<file path="config.mk">
export PLATFORM = sky130hd
export DESIGN_NAME = ptob_regs
export DESIGN_NICKNAME = d
export VERILOG_FILES = /design/src/design/ptob_bus_slave.v /design/src/design/ptob_oh_mux.v /design/src/design/ptob_regs.v
export VERILOG_INCLUDE_DIRS = /design/src /design/src/common
export SDC_FILE = /design/constraint.sdc
export NUM_CORES = 1
export LEC_CHECK = 0
export BUFFER_PORTS_ARGS = -buffer_cell sky130_fd_sc_hd__buf_2
export CAP_MARGIN = 10
export CORE_AREA = 2 2 131 133
export DETAILED_ROUTE_END_ITERATION = 8
export DIE_AREA = 0 0 133 135
export PLACE_DENSITY = 0.77
export SLEW_MARGIN = 40
export SYNTH_ARGS = -nofsm -noshare
export SYNTH_HDL_FRONTEND = slang
export SYNTH_SLANG_ARGS = --single-unit
</file>
<file path="constraint.sdc">
create_clock -name i_sys_clk -period 6.2 [get_ports i_sys_clk]
set_input_delay 0.93 -clock i_sys_clk [delete_from_list [all_inputs] [get_ports i_sys_clk]]
set_output_delay 0.93 -clock i_sys_clk [all_outputs]
set_load 0.03 [all_outputs]
</file>
<file path="src/common/ptob_defs.vh">
// Purpose: Shared constants for the transmit overhead byte register bank.
// Assumes: 8-bit register address, 16-bit register data.
// Notes:   Included by every file of the bank.
//
// Operation
// - F1 value held in bits 15:8.
// - Register F1 used only for select 10.
// - Software REI into G1 bits 1-4 when defeated.
// - Defeat bit one picks software REI.
// - Alarm bit 3 always into G1 bit 5.
// - Link status bits 2:0 into G1 6-8.
// - M2 value held in upper byte.
// - M1 value held in lower byte.
// - Register M bytes per select; 11 both.
// - Growth register one upper byte is Z2.
// - Growth register one lower byte is Z1.
// - Z4 from upper byte, ignored in E3.
// - Z3 from lower byte in every mode.
// - Z6 from upper byte, unused in E3.
// - Z5 from lower byte, unused in E3.
`ifndef PTOB_DEFS_VH
`define PTOB_DEFS_VH

// Register addresses.
`define PTOB_ADR_F1G1   8'h54
`define PTOB_ADR_M12    8'h56
`define PTOB_ADR_Z12    8'h58
`define PTOB_ADR_Z34    8'h5A
`define PTOB_ADR_Z56    8'h5C
`define PTOB_ADR_CTRL   8'h5E

// Reset and unmapped read values.
`define PTOB_RST16      16'h0000
`define PTOB_RST8       8'h00
`define PTOB_RST6       6'h00
`define PTOB_RST1       1'h0
`define PTOB_RSVD2      2'h0
`define PTOB_UNMAPPED   16'h0000

// Field positions: byte halves of each data register, and the G1 fields.
`define PTOB_HI         15:8
`define PTOB_LO         7:0
`define PTOB_REI        7:4
`define PTOB_RAI        3
`define PTOB_LSS        2:0

// Field positions of the control register.
`define PTOB_C_DEFEAT   0
`define PTOB_C_F1SEL    2:1
`define PTOB_C_MSEL     4:3
`define PTOB_C_E3       5
`define PTOB_C_BITS     5:0

// F1 source codes.
`define PTOB_F1_TRACE   2'h0
`define PTOB_F1_HDLC    2'h1
`define PTOB_F1_REG     2'h2

// M byte source codes.
`define PTOB_M_HDLC     2'h0
`define PTOB_M_M1REG    2'h1
`define PTOB_M_M2REG    2'h2
`define PTOB_M_BOTH     2'h3

// Write-select vector positions.
`define PTOB_S_F1G1     0
`define PTOB_S_M12      1
`define PTOB_S_Z12      2
`define PTOB_S_Z34      3
`define PTOB_S_Z56      4
`define PTOB_S_CTRL     5

`endif

</file>
<file path="src/design/ptob_bus_slave.v">
// Purpose: Address decode and registered read path of the bank.
// Assumes: Strobes are one cycle and never high together.
// Notes:   Read data stand only in the cycle after the read strobe.
`timescale 1ns/10ps
`include "ptob_defs.vh"

module ptob_bus_slave (
  // Clock and reset.
  input  wire        i_sys_clk,
  input  wire        i_rst,
  // Register port.
  input  wire [7:0]  i_addr,
  input  wire        i_wr_en,
  input  wire        i_rd_en,
  output reg  [15:0] o_rd_data,
  // Register contents for read back.
  input  wire [15:0] i_f1g1,
  input  wire [15:0] i_m12,
  input  wire [15:0] i_z12,
  input  wire [15:0] i_z34,
  input  wire [15:0] i_z56,
  input  wire [15:0] i_ctrl,
  // One-hot write selects.
  output wire [5:0]  o_wr_sel
);

  // True when the address matches the given register.
  function adr_hit;
    input [7:0] adr;
    input [7:0] reg_adr;
    begin
      adr_hit = (adr == reg_adr);
    end
  endfunction

  // Write selects qualify the decode with the strobe.
  assign o_wr_sel[`PTOB_S_F1G1] = i_wr_en & adr_hit(i_addr, `PTOB_ADR_F1G1);
  assign o_wr_sel[`PTOB_S_M12]  = i_wr_en & adr_hit(i_addr, `PTOB_ADR_M12);
  assign o_wr_sel[`PTOB_S_Z12]  = i_wr_en & adr_hit(i_addr, `PTOB_ADR_Z12);
  assign o_wr_sel[`PTOB_S_Z34]  = i_wr_en & adr_hit(i_addr, `PTOB_ADR_Z34);
  assign o_wr_sel[`PTOB_S_Z56]  = i_wr_en & adr_hit(i_addr, `PTOB_ADR_Z56);
  assign o_wr_sel[`PTOB_S_CTRL] = i_wr_en & adr_hit(i_addr, `PTOB_ADR_CTRL);

  // Read data for one cycle; reading changes nothing else.
  always @(posedge i_sys_clk or posedge i_rst) begin
    if (i_rst) begin
      o_rd_data <= `PTOB_RST16;
    end else if (i_rd_en) begin
      case (i_addr)
        `PTOB_ADR_F1G1: o_rd_data <= i_f1g1;
        `PTOB_ADR_M12:  o_rd_data <= i_m12;
        `PTOB_ADR_Z12:  o_rd_data <= i_z12;
        `PTOB_ADR_Z34:  o_rd_data <= i_z34;
        `PTOB_ADR_Z56:  o_rd_data <= i_z56;
        `PTOB_ADR_CTRL: o_rd_data <= i_ctrl;
        default:        o_rd_data <= `PTOB_UNMAPPED;
      endcase
    end else begin
      o_rd_data <= `PTOB_RST16;
    end
  end

endmodule // ptob_bus_slave

</file>
<file path="src/design/ptob_oh_mux.v">
// Purpose: Selects the source of each transmitted overhead byte.
// Assumes: All inputs are stable register or source values.
// Notes:   Purely combinational; the caller samples the result.
`timescale 1ns/10ps
`include "ptob_defs.vh"

module ptob_oh_mux (
  // Register contents.
  input  wire [15:0] i_f1g1,
  input  wire [15:0] i_m12,
  input  wire [15:0] i_z34,
  input  wire [15:0] i_z56,
  input  wire [5:0]  i_ctrl,
  // Alternative byte sources.
  input  wire [3:0]  i_auto_rei,
  input  wire [7:0]  i_trace_f1,
  input  wire [7:0]  i_hdlc_f1,
  input  wire [7:0]  i_hdlc_m1,
  input  wire [7:0]  i_hdlc_m2,
  // Selected bytes.
  output reg  [7:0]  o_f1,
  output wire [7:0]  o_g1,
  output wire [7:0]  o_m1,
  output wire [7:0]  o_m2,
  output wire [7:0]  o_z4,
  output wire [7:0]  o_z5,
  output wire [7:0]  o_z6
);

  // Picks the register byte when enabled, else the other source.
  function [7:0] pick8;
    input       use_reg;
    input [7:0] reg_val;
    input [7:0] alt_val;
    begin
      pick8 = use_reg ? reg_val : alt_val;
    end
  endfunction

  wire [1:0] f1_source_select     = i_ctrl[`PTOB_C_F1SEL]; // F1 source code.
  wire [1:0] m_byte_source_select = i_ctrl[`PTOB_C_MSEL];  // M source code.
  wire       auto_remote_err_defeat = i_ctrl[`PTOB_C_DEFEAT];
  wire       e3_mode              = i_ctrl[`PTOB_C_E3];    // E3 framing.

  // F1 source; the reserved code sends zero.
  always @* begin
    case (f1_source_select)
      `PTOB_F1_TRACE: o_f1 = i_trace_f1;
      `PTOB_F1_HDLC:  o_f1 = i_hdlc_f1;
      `PTOB_F1_REG:   o_f1 = i_f1g1[`PTOB_HI];
      default:        o_f1 = `PTOB_RST8;
    endcase
  end

  // G1 bit 1 is the most significant bit of the byte.
  assign o_g1 = {auto_remote_err_defeat ? i_f1g1[`PTOB_REI] : i_auto_rei,
                 i_f1g1[`PTOB_RAI],
                 i_f1g1[`PTOB_LSS]};

  // M bytes from register only where the code selects it.
  assign o_m1 = pick8(m_byte_source_select[0], i_m12[`PTOB_LO], i_hdlc_m1);
  assign o_m2 = pick8(m_byte_source_select[1], i_m12[`PTOB_HI], i_hdlc_m2);

  // Z4, Z5 and Z6 carry nothing in E3 framing.
  assign o_z4 = pick8(~e3_mode, i_z34[`PTOB_HI], `PTOB_RST8);
  assign o_z5 = pick8(~e3_mode, i_z56[`PTOB_LO], `PTOB_RST8);
  assign o_z6 = pick8(~e3_mode, i_z56[`PTOB_HI], `PTOB_RST8);

endmodule // ptob_oh_mux

</file>
<file path="src/design/ptob_regs.v">
// Purpose: Transmit overhead byte register bank for one port.
// Assumes: Inputs are synchronous to i_sys_clk; one clock domain.
// Notes:   Overhead outputs change only on the insertion pulse.
`timescale 1ns/10ps
`include "ptob_defs.vh"

module ptob_regs (
  // Clock and reset.
  input  wire        i_sys_clk,
  input  wire        i_rst,

  // Register port.
  input  wire [7:0]  i_addr,
  input  wire [15:0] i_wr_data,
  input  wire        i_wr_en,
  input  wire        i_rd_en,
  output wire [15:0] o_rd_data,

  // Frame generator timing.
  input  wire        i_oh_sample,

  // Alternative byte sources.
  input  wire [3:0]  i_auto_rei,
  input  wire [7:0]  i_trace_f1,
  input  wire [7:0]  i_hdlc_f1,
  input  wire [7:0]  i_hdlc_m1,
  input  wire [7:0]  i_hdlc_m2,

  // Overhead bytes to the frame generator.
  output reg         o_oh_valid,
  output reg  [7:0]  o_f1_byte,
  output reg  [7:0]  o_g1_byte,
  output reg  [7:0]  o_m1_byte,
  output reg  [7:0]  o_m2_byte,
  output reg  [7:0]  o_z1_byte,
  output reg  [7:0]  o_z2_byte,
  output reg  [7:0]  o_z3_byte,
  output reg  [7:0]  o_z4_byte,
  output reg  [7:0]  o_z5_byte,
  output reg  [7:0]  o_z6_byte
);

  //////////////////////////////////////////////////////////////////////
  // Register storage.
  //////////////////////////////////////////////////////////////////////

  // F1 byte above the G1 fields.
  reg  [15:0] f1g1_ff;
  // M2 byte above the M1 byte.
  reg  [15:0] m12_ff;
  // Z2 byte above the Z1 byte.
  reg  [15:0] z12_ff;
  // Z4 byte above the Z3 byte.
  reg  [15:0] z34_ff;
  // Z6 byte above the Z5 byte.
  reg  [15:0] z56_ff;
  // Source selects, REI defeat and E3 mode.
  reg  [5:0]  ctrl_ff;

  // Next values of the storage.
  reg  [15:0] nxt_f1g1;
  reg  [15:0] nxt_m12;
  reg  [15:0] nxt_z12;
  reg  [15:0] nxt_z34;
  reg  [15:0] nxt_z56;
  reg  [5:0]  nxt_ctrl;

  // One-hot write selects from the decoder.
  wire [5:0]  wr_sel;

  // Control register as read: last sent G1 above the control bits.
  wire [15:0] ctrl_rd;

  // Named views of the software fields.
  wire [7:0]  sw_f1_value          = f1g1_ff[`PTOB_HI];
  wire [3:0]  sw_remote_err_value  = f1g1_ff[`PTOB_REI];
  wire        sw_remote_alarm_bit  = f1g1_ff[`PTOB_RAI];
  wire [2:0]  sw_link_status_value = f1g1_ff[`PTOB_LSS];
  wire [7:0]  sw_m2_value          = m12_ff[`PTOB_HI];
  wire [7:0]  sw_m1_value          = m12_ff[`PTOB_LO];
  wire [7:0]  sw_growth2_value     = z12_ff[`PTOB_HI];
  wire [7:0]  sw_growth1_value     = z12_ff[`PTOB_LO];
  wire [7:0]  sw_growth3_value     = z34_ff[`PTOB_LO];

  // Selected bytes from the source multiplexer.
  wire [7:0]  sel_f1;
  wire [7:0]  sel_g1;
  wire [7:0]  sel_m1;
  wire [7:0]  sel_m2;
  wire [7:0]  sel_z4;
  wire [7:0]  sel_z5;
  wire [7:0]  sel_z6;

  // Next values of the overhead outputs.
  reg         nxt_oh_valid;
  reg  [7:0]  nxt_f1_byte;
  reg  [7:0]  nxt_g1_byte;
  reg  [7:0]  nxt_m1_byte;
  reg  [7:0]  nxt_m2_byte;
  reg  [7:0]  nxt_z1_byte;
  reg  [7:0]  nxt_z2_byte;
  reg  [7:0]  nxt_z3_byte;
  reg  [7:0]  nxt_z4_byte;
  reg  [7:0]  nxt_z5_byte;
  reg  [7:0]  nxt_z6_byte;

  //////////////////////////////////////////////////////////////////////
  // Register port.
  //////////////////////////////////////////////////////////////////////

  // The upper byte of the control register reports the G1 byte last
  // handed to the frame generator, so software can see what went out.
  assign ctrl_rd = {o_g1_byte, `PTOB_RSVD2, ctrl_ff};

  // Decoder and read path.
  ptob_bus_slave u_bus (
    .i_sys_clk (i_sys_clk),
    .i_rst     (i_rst),
    .i_addr    (i_addr),
    .i_wr_en   (i_wr_en),
    .i_rd_en   (i_rd_en),
    .o_rd_data (o_rd_data),
    .i_f1g1    (f1g1_ff),
    .i_m12     (m12_ff),
    .i_z12     (z12_ff),
    .i_z34     (z34_ff),
    .i_z56     (z56_ff),
    .i_ctrl    (ctrl_rd),
    .o_wr_sel  (wr_sel)
  );

  // Next register values: a selected write loads the whole word (only
  // the control bits for control); otherwise the register keeps its value.
  always @* begin
    nxt_f1g1 = f1g1_ff;
    nxt_m12  = m12_ff;
    nxt_z12  = z12_ff;
    nxt_z34  = z34_ff;
    nxt_z56  = z56_ff;
    nxt_ctrl = ctrl_ff;
    // F1 above REI, alarm and link status.
    if (wr_sel[`PTOB_S_F1G1]) begin
      nxt_f1g1 = i_wr_data;
    end
    // M2 above M1.
    if (wr_sel[`PTOB_S_M12]) begin
      nxt_m12 = i_wr_data;
    end
    // Z2 above Z1.
    if (wr_sel[`PTOB_S_Z12]) begin
      nxt_z12 = i_wr_data;
    end
    // Z4 above Z3.
    if (wr_sel[`PTOB_S_Z34]) begin
      nxt_z34 = i_wr_data;
    end
    // Z6 above Z5.
    if (wr_sel[`PTOB_S_Z56]) begin
      nxt_z56 = i_wr_data;
    end
    // Only the control bits are writable; the status byte is not.
    if (wr_sel[`PTOB_S_CTRL]) begin
      nxt_ctrl = i_wr_data[`PTOB_C_BITS];
    end
  end

  // Storage flip-flops; all clear to zero on reset.
  always @(posedge i_sys_clk or posedge i_rst) begin
    if (i_rst) begin
      f1g1_ff <= `PTOB_RST16;
      m12_ff  <= `PTOB_RST16;
      z12_ff  <= `PTOB_RST16;
      z34_ff  <= `PTOB_RST16;
      z56_ff  <= `PTOB_RST16;
      ctrl_ff <= `PTOB_RST6;
    end else begin
      f1g1_ff <= nxt_f1g1;
      m12_ff  <= nxt_m12;
      z12_ff  <= nxt_z12;
      z34_ff  <= nxt_z34;
      z56_ff  <= nxt_z56;
      ctrl_ff <= nxt_ctrl;
    end
  end

  //////////////////////////////////////////////////////////////////////
  // Overhead source selection.
  //////////////////////////////////////////////////////////////////////

  // Chooses between software values and the other byte sources.
  ptob_oh_mux u_mux (
    .i_f1g1     ({sw_f1_value, sw_remote_err_value, sw_remote_alarm_bit, sw_link_status_value}),
    .i_m12      ({sw_m2_value, sw_m1_value}),
    .i_z34      (z34_ff),
    .i_z56      (z56_ff),
    .i_ctrl     (ctrl_ff),
    .i_auto_rei (i_auto_rei),
    .i_trace_f1 (i_trace_f1),
    .i_hdlc_f1  (i_hdlc_f1),
    .i_hdlc_m1  (i_hdlc_m1),
    .i_hdlc_m2  (i_hdlc_m2),
    .o_f1       (sel_f1),
    .o_g1       (sel_g1),
    .o_m1       (sel_m1),
    .o_m2       (sel_m2),
    .o_z4       (sel_z4),
    .o_z5       (sel_z5),
    .o_z6       (sel_z6)
  );

  //////////////////////////////////////////////////////////////////////
  // Sampling at the insertion point.
  //////////////////////////////////////////////////////////////////////

  // The outputs hold between insertion pulses, so a software write in
  // the middle of a frame never splits a byte; it is sent from the next
  // pulse onward. A write in the pulse cycle itself lands after that
  // pulse has sampled the old contents.
  always @* begin
    nxt_oh_valid = i_oh_sample;
    nxt_f1_byte  = o_f1_byte;
    nxt_g1_byte  = o_g1_byte;
    nxt_m1_byte  = o_m1_byte;
    nxt_m2_byte  = o_m2_byte;
    nxt_z1_byte  = o_z1_byte;
    nxt_z2_byte  = o_z2_byte;
    nxt_z3_byte  = o_z3_byte;
    nxt_z4_byte  = o_z4_byte;
    nxt_z5_byte  = o_z5_byte;
    nxt_z6_byte  = o_z6_byte;
    if (i_oh_sample) begin
      nxt_f1_byte = sel_f1;
      nxt_g1_byte = sel_g1;
      nxt_m1_byte = sel_m1;
      nxt_m2_byte = sel_m2;
      nxt_z1_byte = sw_growth1_value;
      nxt_z2_byte = sw_growth2_value;
      nxt_z3_byte = sw_growth3_value;
      nxt_z4_byte = sel_z4;
      nxt_z5_byte = sel_z5;
      nxt_z6_byte = sel_z6;
    end
  end

  // Output flip-flops; zero bytes until the first insertion pulse.
  always @(posedge i_sys_clk or posedge i_rst) begin
    if (i_rst) begin
      o_oh_valid <= `PTOB_RST1;
      o_f1_byte  <= `PTOB_RST8;
      o_g1_byte  <= `PTOB_RST8;
      o_m1_byte  <= `PTOB_RST8;
      o_m2_byte  <= `PTOB_RST8;
      o_z1_byte  <= `PTOB_RST8;
      o_z2_byte  <= `PTOB_RST8;
      o_z3_byte  <= `PTOB_RST8;
      o_z4_byte  <= `PTOB_RST8;
      o_z5_byte  <= `PTOB_RST8;
      o_z6_byte  <= `PTOB_RST8;
    end else begin
      o_oh_valid <= nxt_oh_valid;
      o_f1_byte  <= nxt_f1_byte;
      o_g1_byte  <= nxt_g1_byte;
      o_m1_byte  <= nxt_m1_byte;
      o_m2_byte  <= nxt_m2_byte;
      o_z1_byte  <= nxt_z1_byte;
      o_z2_byte  <= nxt_z2_byte;
      o_z3_byte  <= nxt_z3_byte;
      o_z4_byte  <= nxt_z4_byte;
      o_z5_byte  <= nxt_z5_byte;
      o_z6_byte  <= nxt_z6_byte;
    end
  end

endmodule // ptob_regs

</file>
Word-level counts from Yosys, hierarchy flattened --
Index checks and enable logic that the tools add are counted.
Word-level totals: register bits after elaboration 183, latch bits 0, memory bits (writable) 0, bits in read-only memories 0, bits of input ports 65, output and inout bits 97, word-level logic and storage cells 42, memories 0
Operators by class: add/subtract/negate cells 0, multipliers 0, div/mod/pow operators 0, $lt $le $gt $ge 0, eq/ne operators 8, shifts and indexed selects 0, mux-type cells 9, bitwise logic cells 6, reductions and logical operators 1
Operators by type and width (count):
- case mux 16 bit (6 select lines) | 1
- == test 8 x 7 -> 1 bit, second input constant | 6
- two-way mux 8 bit | 5
- case mux 8 bit (3 select lines) | 1
- two-way mux 16 bit | 1
- bitwise AND 1 bit | 6
- two-way mux 4 bit | 1
- == test 2 x 1 -> 1 bit, second input constant | 1
- == test 2 bit, second input constant | 1
- logical NOT 2 bit | 1

Longest topological paths before layout --
Gate-level depths: netlist of run 1.
depth in word-level cells 3, depth in mapped cells 6, mapped depth without buffers 4

Hierarchy --
Synthesis of run 1 repeated with hierarchy kept, for this count alone.
Unflattened totals: cell total of the unflattened synthesis 571, area, all modules 8772.2 sq um
Modules (own cells, without submodules):
- ptob_regs | times used 1, cells each 355, area an instance 6645.1 sq um
- ptob_bus_slave | times used 1, cells each 144, area an instance 1503.9 sq um
- ptob_oh_mux | times used 1, cells each 72, area an instance 623.1 sq um

Least setup slack after synthesis of run 1 --
Ideal clock, no wire load.
kind input -> register, start point input port i_addr[5], end point register f1g1_ff[0], arrival time 2.225 ns, data required time 6.075 ns, setup slack 3.850 ns, stages 5, cell sequence and4bb_4 > nand2b_4 > nor3b_4 > buf_8 > mux2_4
Between the ends: longest elaborated chain between the ends 2
RTL lines:
- from (decl) | line ptob_regs.v:13 | input wire [7:0] i_addr,
- == test 8 x 7 -> 1 bit | line ptob_bus_slave.v:32 | adr_hit = (adr == reg_adr);
- bitwise AND 1 bit | line ptob_bus_slave.v:37 | assign o_wr_sel[`PTOB_S_F1G1] = i_wr_en & adr_hit(i_addr, `PTOB_ADR_F1G1);
- to (signal assigned) | line ptob_regs.v:170 | f1g1_ff <= `PTOB_RST16;
- to (signal assigned) | line ptob_regs.v:177 | f1g1_ff <= nxt_f1g1;
- to (decl) | line ptob_regs.v:48 | reg [15:0] f1g1_ff;
No other way between the ends. A chain may end at the register's enable or synchronous reset.

Worst setup path after layout of run 1 --
start point input port i_addr[3], end point register z12_ff[10]
Between the ends: longest elaborated chain between the ends 2
RTL lines:
- == test 8 x 7 -> 1 bit | line ptob_bus_slave.v:32
- bitwise AND 1 bit | line ptob_bus_slave.v:39 | assign o_wr_sel[`PTOB_S_Z12] = i_wr_en & adr_hit(i_addr, `PTOB_ADR_Z12);
- to (signal assigned) | line ptob_regs.v:172 | z12_ff <= `PTOB_RST16;
- to (signal assigned) | line ptob_regs.v:179 | z12_ff <= nxt_z12;
- to (decl) | line ptob_regs.v:52 | reg [15:0] z12_ff;
No other way between the ends.

==> run summary, run 1 <==
startpoint types: primary input
CP startpoint: i_addr[3]
Syn. warnings: 0
worst relative slew slack: 0.452
final hold slack: 502 ps
Longest Clk Path Bufs: 2
share of total power in combinational logic: 0.112
Final Skew: 7.60 ps
pwr/cell area: 282 nW/um^2
R2R depth: 3
pre-CTS setup slack: 3140 ps
CTS root buf: clkbuf_16
f_max: 0.376 GHz
internal power: 2.00 mW
Yosys reg bits: 183
Clk pwr share: 0.408
gpl congestion: 0.856
reg2reg end: o_f1_byte[7]
die footprint: 18000 sq um
crit path DAT: 2980 ps
min setup slack post-route: 3540 ps
crit path kind: primary input to register
register area share after synthesis: 0.564
Final Instance Count excl. Fillers: 1012
die height: 135 um
die width: 133 um
final hold violations: 0
IO Pins: 162
vias per cell: 5.46
worst skew pair latency: 440 ps
post-route clock period utilization: 0.429
area grow syn2layout: 19.1%
total negative setup slack: 0 ps
I/O Buffers: 161
final core occ: 0.589
synthesized area per cell: 12.8 sq um
CTS Hold Bufs: 0
Antenna Violating Nets Remaining: 0
initial antenna violation count: 0
Placed Instance Area: 9010 sq um
Site Rows: 47
Post-Route WL: 20.3 mm
core footprint: 16400 sq um
leakage: 4.74 nW
endpoint class of the critical path: register
status: finished, final reports clean
syn_nets: 699
R2R setup slack: 4500 ps
wire per inst: 20.0 um
VDD IR max: 0.217 mV
layout cells sized above 1: 0.435
slew at the pin closest to its max-slew limit: 820 ps
Min-Delay Path Class: register to register
Worst-path clk slew: 70 ps
GRT Residual Overflow: 0
Design Area, Final: 9670 sq um
total power: 2.73 mW
Net Sw Power: 0.735 mW
final slew viol count: 0
DRC: 0
Iter 0 DRT Violations: 378
Tot GR Track Use: 0.233
fin nets: 843
Yosys cell types: 36
end of the critical path: z12_ff[10]
vias in the first global route: 5626
setup violators final: 0
post-CTS setup buffer count: 0
first-pass GRT wire length: 31.5 mm
Sink Count: 183
Num CTS Buffers: 17
WP data required: 6520 ps
reg2reg start: ctrl_ff[1]
Max Cap Viol: 0
Flop pwr share: 0.479
placed instance count: 976
instance count of the mapped netlist: 634
htree depth: 4
total number of vias: 5523
Min Clock Period, post-route: 2660 ps
CP max FO: 22
synthesized area: 8120 sq um
drt pass-1 iters: 5
largest net degree at the start of global routing: 79
Resized Gates After CTS: 0
RSZ-0062 raised after global routing: false
DP HPWL: 14.2 mm
Initial Util: 0.495
sw frac: 0.269
CTS tree: yes
[critical path, stage by stage]
cell and delay [ps]:
buf_2 460, nor2b_2 380, nand2_1 130, nor3_4 640, mux2_2 430
[worst min path at each step]
| stage | startpoint | endpoint | slack (ps) | depth (start not counted) |
|---|---|---|---|---|
| after floorplan | z34_ff[15] | o_z4_byte[7] | 470 | 2 |
| after global placement | o_z2_byte[6] | o_z2_byte[6] | 490 | 1 |
| after detailed placement | o_z1_byte[1] | o_z1_byte[1] | 490 | 1 |
| after CTS | o_z1_byte[1] | o_z1_byte[1] | 510 | 1 |
| after global routing | o_z2_byte[5] | o_z2_byte[5] | 520 | 1 |
| final | o_z1_byte[1] | o_z1_byte[1] | 500 | 1 |
[layer usage]
layer | track usage | routed length (um) | vias up
met3 | 0.0533 | 1230 | 33
met4 | 0.0830 | 446 | 0
met5 | 0 | 0 | -
li1 | - | - | 2526
met2 | 0.402 | 10400 | 175
met1 | 0.289 | 8210 | 2789
[cell usage after synthesis (all sizes together)]
master / instances / area, sq um
a21oi: 38 / 190
a22oi: 15 / 113
and2: 1 / 6.26
and2b: 1 / 10.0
and4: 2 / 17.5
and4bb: 1 / 16.3
buf: 22 / 155
clkbuf: 23 / 86.3
dfrtp: 183 / 4580
inv: 25 / 93.8
mux2: 130 / 1550
mux2i: 43 / 430
nand2: 29 / 109
nand2b: 2 / 20.0
nand3: 1 / 5.00
nand3b: 2 / 15.0
nand4: 1 / 21.3
nor2: 50 / 188
nor2b: 5 / 33.8
nor3: 2 / 32.5
nor3b: 2 / 26.3
nor4b: 1 / 23.8
o211ai: 1 / 7.51
o21a: 14 / 105
o21ai: 2 / 10.0
o22ai: 23 / 144
o2bb2ai: 15 / 131
[area by class of cell]
type	count	area, sq um
Antenna cell	1	2.50
Multi-Input combinational cell	381	3210
Inverter	25	98.8
Timing Repair Buffer	170	892
Clock inverter	13	161
Fill cell	1348	6740
Clock buffer	19	453
Tap cell	220	275
Sequential cell	183	4580
[logic make-up (layout without fill, tap and decap cells)]
group / count (synthesis) / count (layout) / share of synthesized area
AO/OA/AOI/OAI: 108 / 108 / 0.0863
flip-flops: 183 / 183 / 0.564
AND/OR/NAND/NOR: 100 / 100 / 0.0646
multiplexers: 173 / 173 / 0.244
other: 0 / 1 / 0
buffers and inverters: 70 / 227 / 0.0413
[registers in the layout, indices dropped and copies added, names as in the netlist, 16 cells and up]
| signal | cells |
|---|---|
| u_bus.o_rd_data | 16 |
| z56_ff | 16 |
| m12_ff | 16 |
| z34_ff | 16 |
| f1g1_ff | 16 |
| z12_ff | 16 |
[cell usage in the layout, fill, tap and decap left out, types with 2 or more instances in the layout]
master	n
mux2i_1	43
bufinv_16	2
dfrtp_1	182
buf_2	160
nand2_1	29
inv_8	2
buf_4	8
nor2b_1	4
o2bb2ai_1	15
mux2_4	23
nor3_4	2
clkinvlp_4	3
o22ai_1	23
o21ai_0	2
clkbuf_8	2
nor2_1	50
a22oi_1	15
inv_1	24
nand3b_1	2
a21oi_1	38
o21a_1	14
mux2_2	107
clkbuf_16	17
inv_6	4
[power by group through the flow]
| stage | Sequential (mW) | Clock (mW) | Combinational (mW) |
|---|---|---|---|
| CTS | 1.31 | 1.13 | 0.309 |
| floorplan | 1.38 | 0 | 0.144 |
| finish | 1.31 | 1.12 | 0.306 |
| detailed placement | 1.33 | 0 | 0.308 |
| global route | 1.32 | 1.19 | 0.330 |
| global placement | 1.33 | 0 | 0.301 |
No activity file was read; power rests on OpenSTA's default activity.
==> run 2: changes to the inputs <==
--- a/config.mk
+++ b/config.mk
@@ -6,12 +6,13 @@
 export SDC_FILE = /design/constraint.sdc
 export NUM_CORES = 1
 export LEC_CHECK = 0
+export ABC_AREA = 1
 export BUFFER_PORTS_ARGS = -buffer_cell sky130_fd_sc_hd__buf_2
 export CAP_MARGIN = 10
-export CORE_AREA = 2 2 131 133
+export CORE_AREA = 2 2 123 125
 export DETAILED_ROUTE_END_ITERATION = 8
-export DIE_AREA = 0 0 133 135
-export PLACE_DENSITY = 0.77
+export DIE_AREA = 0 0 125 127
+export PLACE_DENSITY = 0.81
 export SLEW_MARGIN = 40
 export SYNTH_ARGS = -nofsm -noshare
 export SYNTH_HDL_FRONTEND = slang
==> constraint.sdc (replaced) <==
create_clock -name i_sys_clk -period 2.7 [get_ports i_sys_clk]
set_input_delay 0.405 -clock i_sys_clk [delete_from_list [all_inputs] [get_ports i_sys_clk]]
set_output_delay 0.405 -clock i_sys_clk [all_outputs]
set_load 0.03 [all_outputs]
==> run 2 against run 1 <==
Net effect: sequential power up 130%; non-clock buffer count up 3; cell count up 16%; global-route usage up 5.4 points; via count up 22%; clock power up 120%; clock skew down 1.9 ps; sequential share of layout area up 1.4 points; combinational power up 120%; clock-buffer cell count up 1; critical path depth up 1; final area down 3.0%; critical endpoint is now f1g1_ff[13].
==> run summary, run 2 <==
status: finished, final reports clean
n_diodes: 0
commonest non-fill, non-tap cell in the layout: dfrtp_1
worst skew pair latency: 430 ps
die footprint: 15900 sq um
pre-CTS setup slack: 551 ps
reg2reg start: ctrl_ff[1]
crit-path max cell delay: 570 ps
Antenna Violating Nets Remaining: 0
syn_nets: 905
R2R setup slack: 1330 ps
crit-path cells: buf_2, inv_1, nand2_2, nor2_8, nand3_2, o21ai_0
CTS root buf: clkbuf_16
total power: 6.14 mW
Post-Route WL: 22.3 mm
Initial Util: 0.547
CTS Hold Bufs: 0
most frequent cells in the layout: dfrtp_1 (183), buf_2 (160), nand2_1 (155), nand3_1 (144), o21ai_0 (93)
register area share after synthesis: 0.580
Syn. warnings: 0
Design Area, Final: 9380 sq um
Final Skew: 5.74 ps
I/O Buffers: 161
DRC: 0
worst relative slew slack: 0.520
largest net degree at the start of global routing: 149
Synth top cells by count: dfrtp_1 (183), nand2_1 (155), nand3_1 (144)
Final Instance Count excl. Fillers: 1177
leakage: 4.69 nW
Placed Instance Area: 8770 sq um
core footprint: 14400 sq um
CP startpoint: i_addr[7]
area grow syn2layout: 19.0%
total number of vias: 6759
endpoint class of the critical path: register
final hold violations: 0
synthesized area per cell: 9.39 sq um
Post-synth EDFFs: 0
Max Cap Viol: 0
pwr/cell area: 654 nW/um^2
Net Sw Power: 1.64 mW
CP top delay family: simple AND/OR/NAND/NOR gates
Site Rows: 44
VDD IR max: 0.421 mV
Sink Count: 183
CP max FO: 38
first-pass GRT wire length: 34.7 mm
Tot GR Track Use: 0.287
crit path DAT: 2060 ps
ys async rst share: 1.00
layout cells sized above 1: 0.259
Longest Clk Path Bufs: 2
DP HPWL: 15.7 mm
top cells by area, synth: dfrtp_1 (58%), nand3_1 (9.1%), nand2_1 (7.4%), o21ai_0 (5.9%), mux2_2 (5.1%)
setup violators final: 0
total negative setup slack: 0 ps
vias in the first global route: 6220
drt pass-1 iters: 5
wire per inst: 19.0 um
RSZ-0062 raised after global routing: false
die height: 127 um
Num CTS Buffers: 17
fin nets: 1045
CTS tree: yes
Main synth FF type: dfrtp_1
vias per cell: 5.74
CP bufs+invs: 2
min setup slack post-route: 975 ps
Iter 0 DRT Violations: 706
synthesized area: 7890 sq um
Yosys top cell by area: dfrtp_1
Min Clock Period, post-route: 1720 ps
Flop pwr share: 0.490
Clk pwr share: 0.399
sw frac: 0.267
share of the synthesized area in the top cell type: 0.580
cell with the most instances after synthesis: dfrtp_1
final slew viol count: 0
post-CTS setup buffer count: 0
GRT Residual Overflow: 0
IO Pins: 162
Yosys cell types: 22
placed instance count: 1144
slew at the pin closest to its max-slew limit: 720 ps
startpoint types: primary input
crit path kind: primary input to register
initial antenna violation count: 0
die width: 125 um
Resized Gates After CTS: 0
htree depth: 4
Worst-path clk slew: 70 ps
Yosys reg bits: 183
instance count of the mapped netlist: 840
f_max: 0.580 GHz
internal power: 4.50 mW
WP data required: 3030 ps
gpl congestion: 0.945
Slowest-stage cell, CP: nand3_2
Min-Delay Path Class: primary input to asynchronous set/reset pin
post-route clock period utilization: 0.639
share of total power in combinational logic: 0.111
## run 2: cell type report
cell class | instances | area (sq um)
well taps | 184 | 230
clock inverters | 12 | 128
repair buffers | 173 | 956
flip-flops and latches | 183 | 4580
fillers | 1206 | 5040
inverters | 55 | 210
multi-input cells | 550 | 2820
clock buffers | 20 | 457
## run 2: worst paths after layout
path,endpoint,cells past startpoint
setup / recovery,f1g1_ff[13],6
hold / removal,z56_ff[10],3
setup reg to reg,o_f1_byte[7],4
hold reg to reg,o_f1_byte[4],1
max in group asynchronous,f1g1_ff[6],4
min in group i_sys_clk,o_m1_byte[4],3
## run 2: worst register-to-register path, cell delays in order, from the launching register on
cell and delay (ps):
dfrtp_1 430, nor2_1 500, nand2_1 140, nand3_1 120
mux2_2 140
## run 2: per-stage QoR
stage,hold slack [ps],utilization
final,58.2,0.651
after global routing,86.5,0.651
after CTS,134,0.649
after detailed placement,490,0.608
after global placement,485,0.608
after floorplan,436,-
## run 2: power groups by stage
stage	sequential, mW	clock (mW)	combinational, mW
global placement	3.05	0	0.664
global route	3.02	2.59	0.742
CTS	3.01	2.46	0.680
finish	3.01	2.45	0.681
floorplan	3.18	0	0.285
detailed placement	3.05	0	0.678
## run 2: cell families after synthesis
group           share of synthesized area
flops                               0.580
buf+inv                            0.0615
mux                                0.0514
compound gates                     0.0856
simple gates                        0.221
## run 2: metal layers
| layer | global-route usage | share of wire |
|---|---|---|
| met5 | 0 | 0 |
| met3 | 0.0687 | 0.092 |
| met1 | 0.389 | 0.41 |
| met4 | 0.127 | 0.037 |
| met2 | 0.448 | 0.46 |
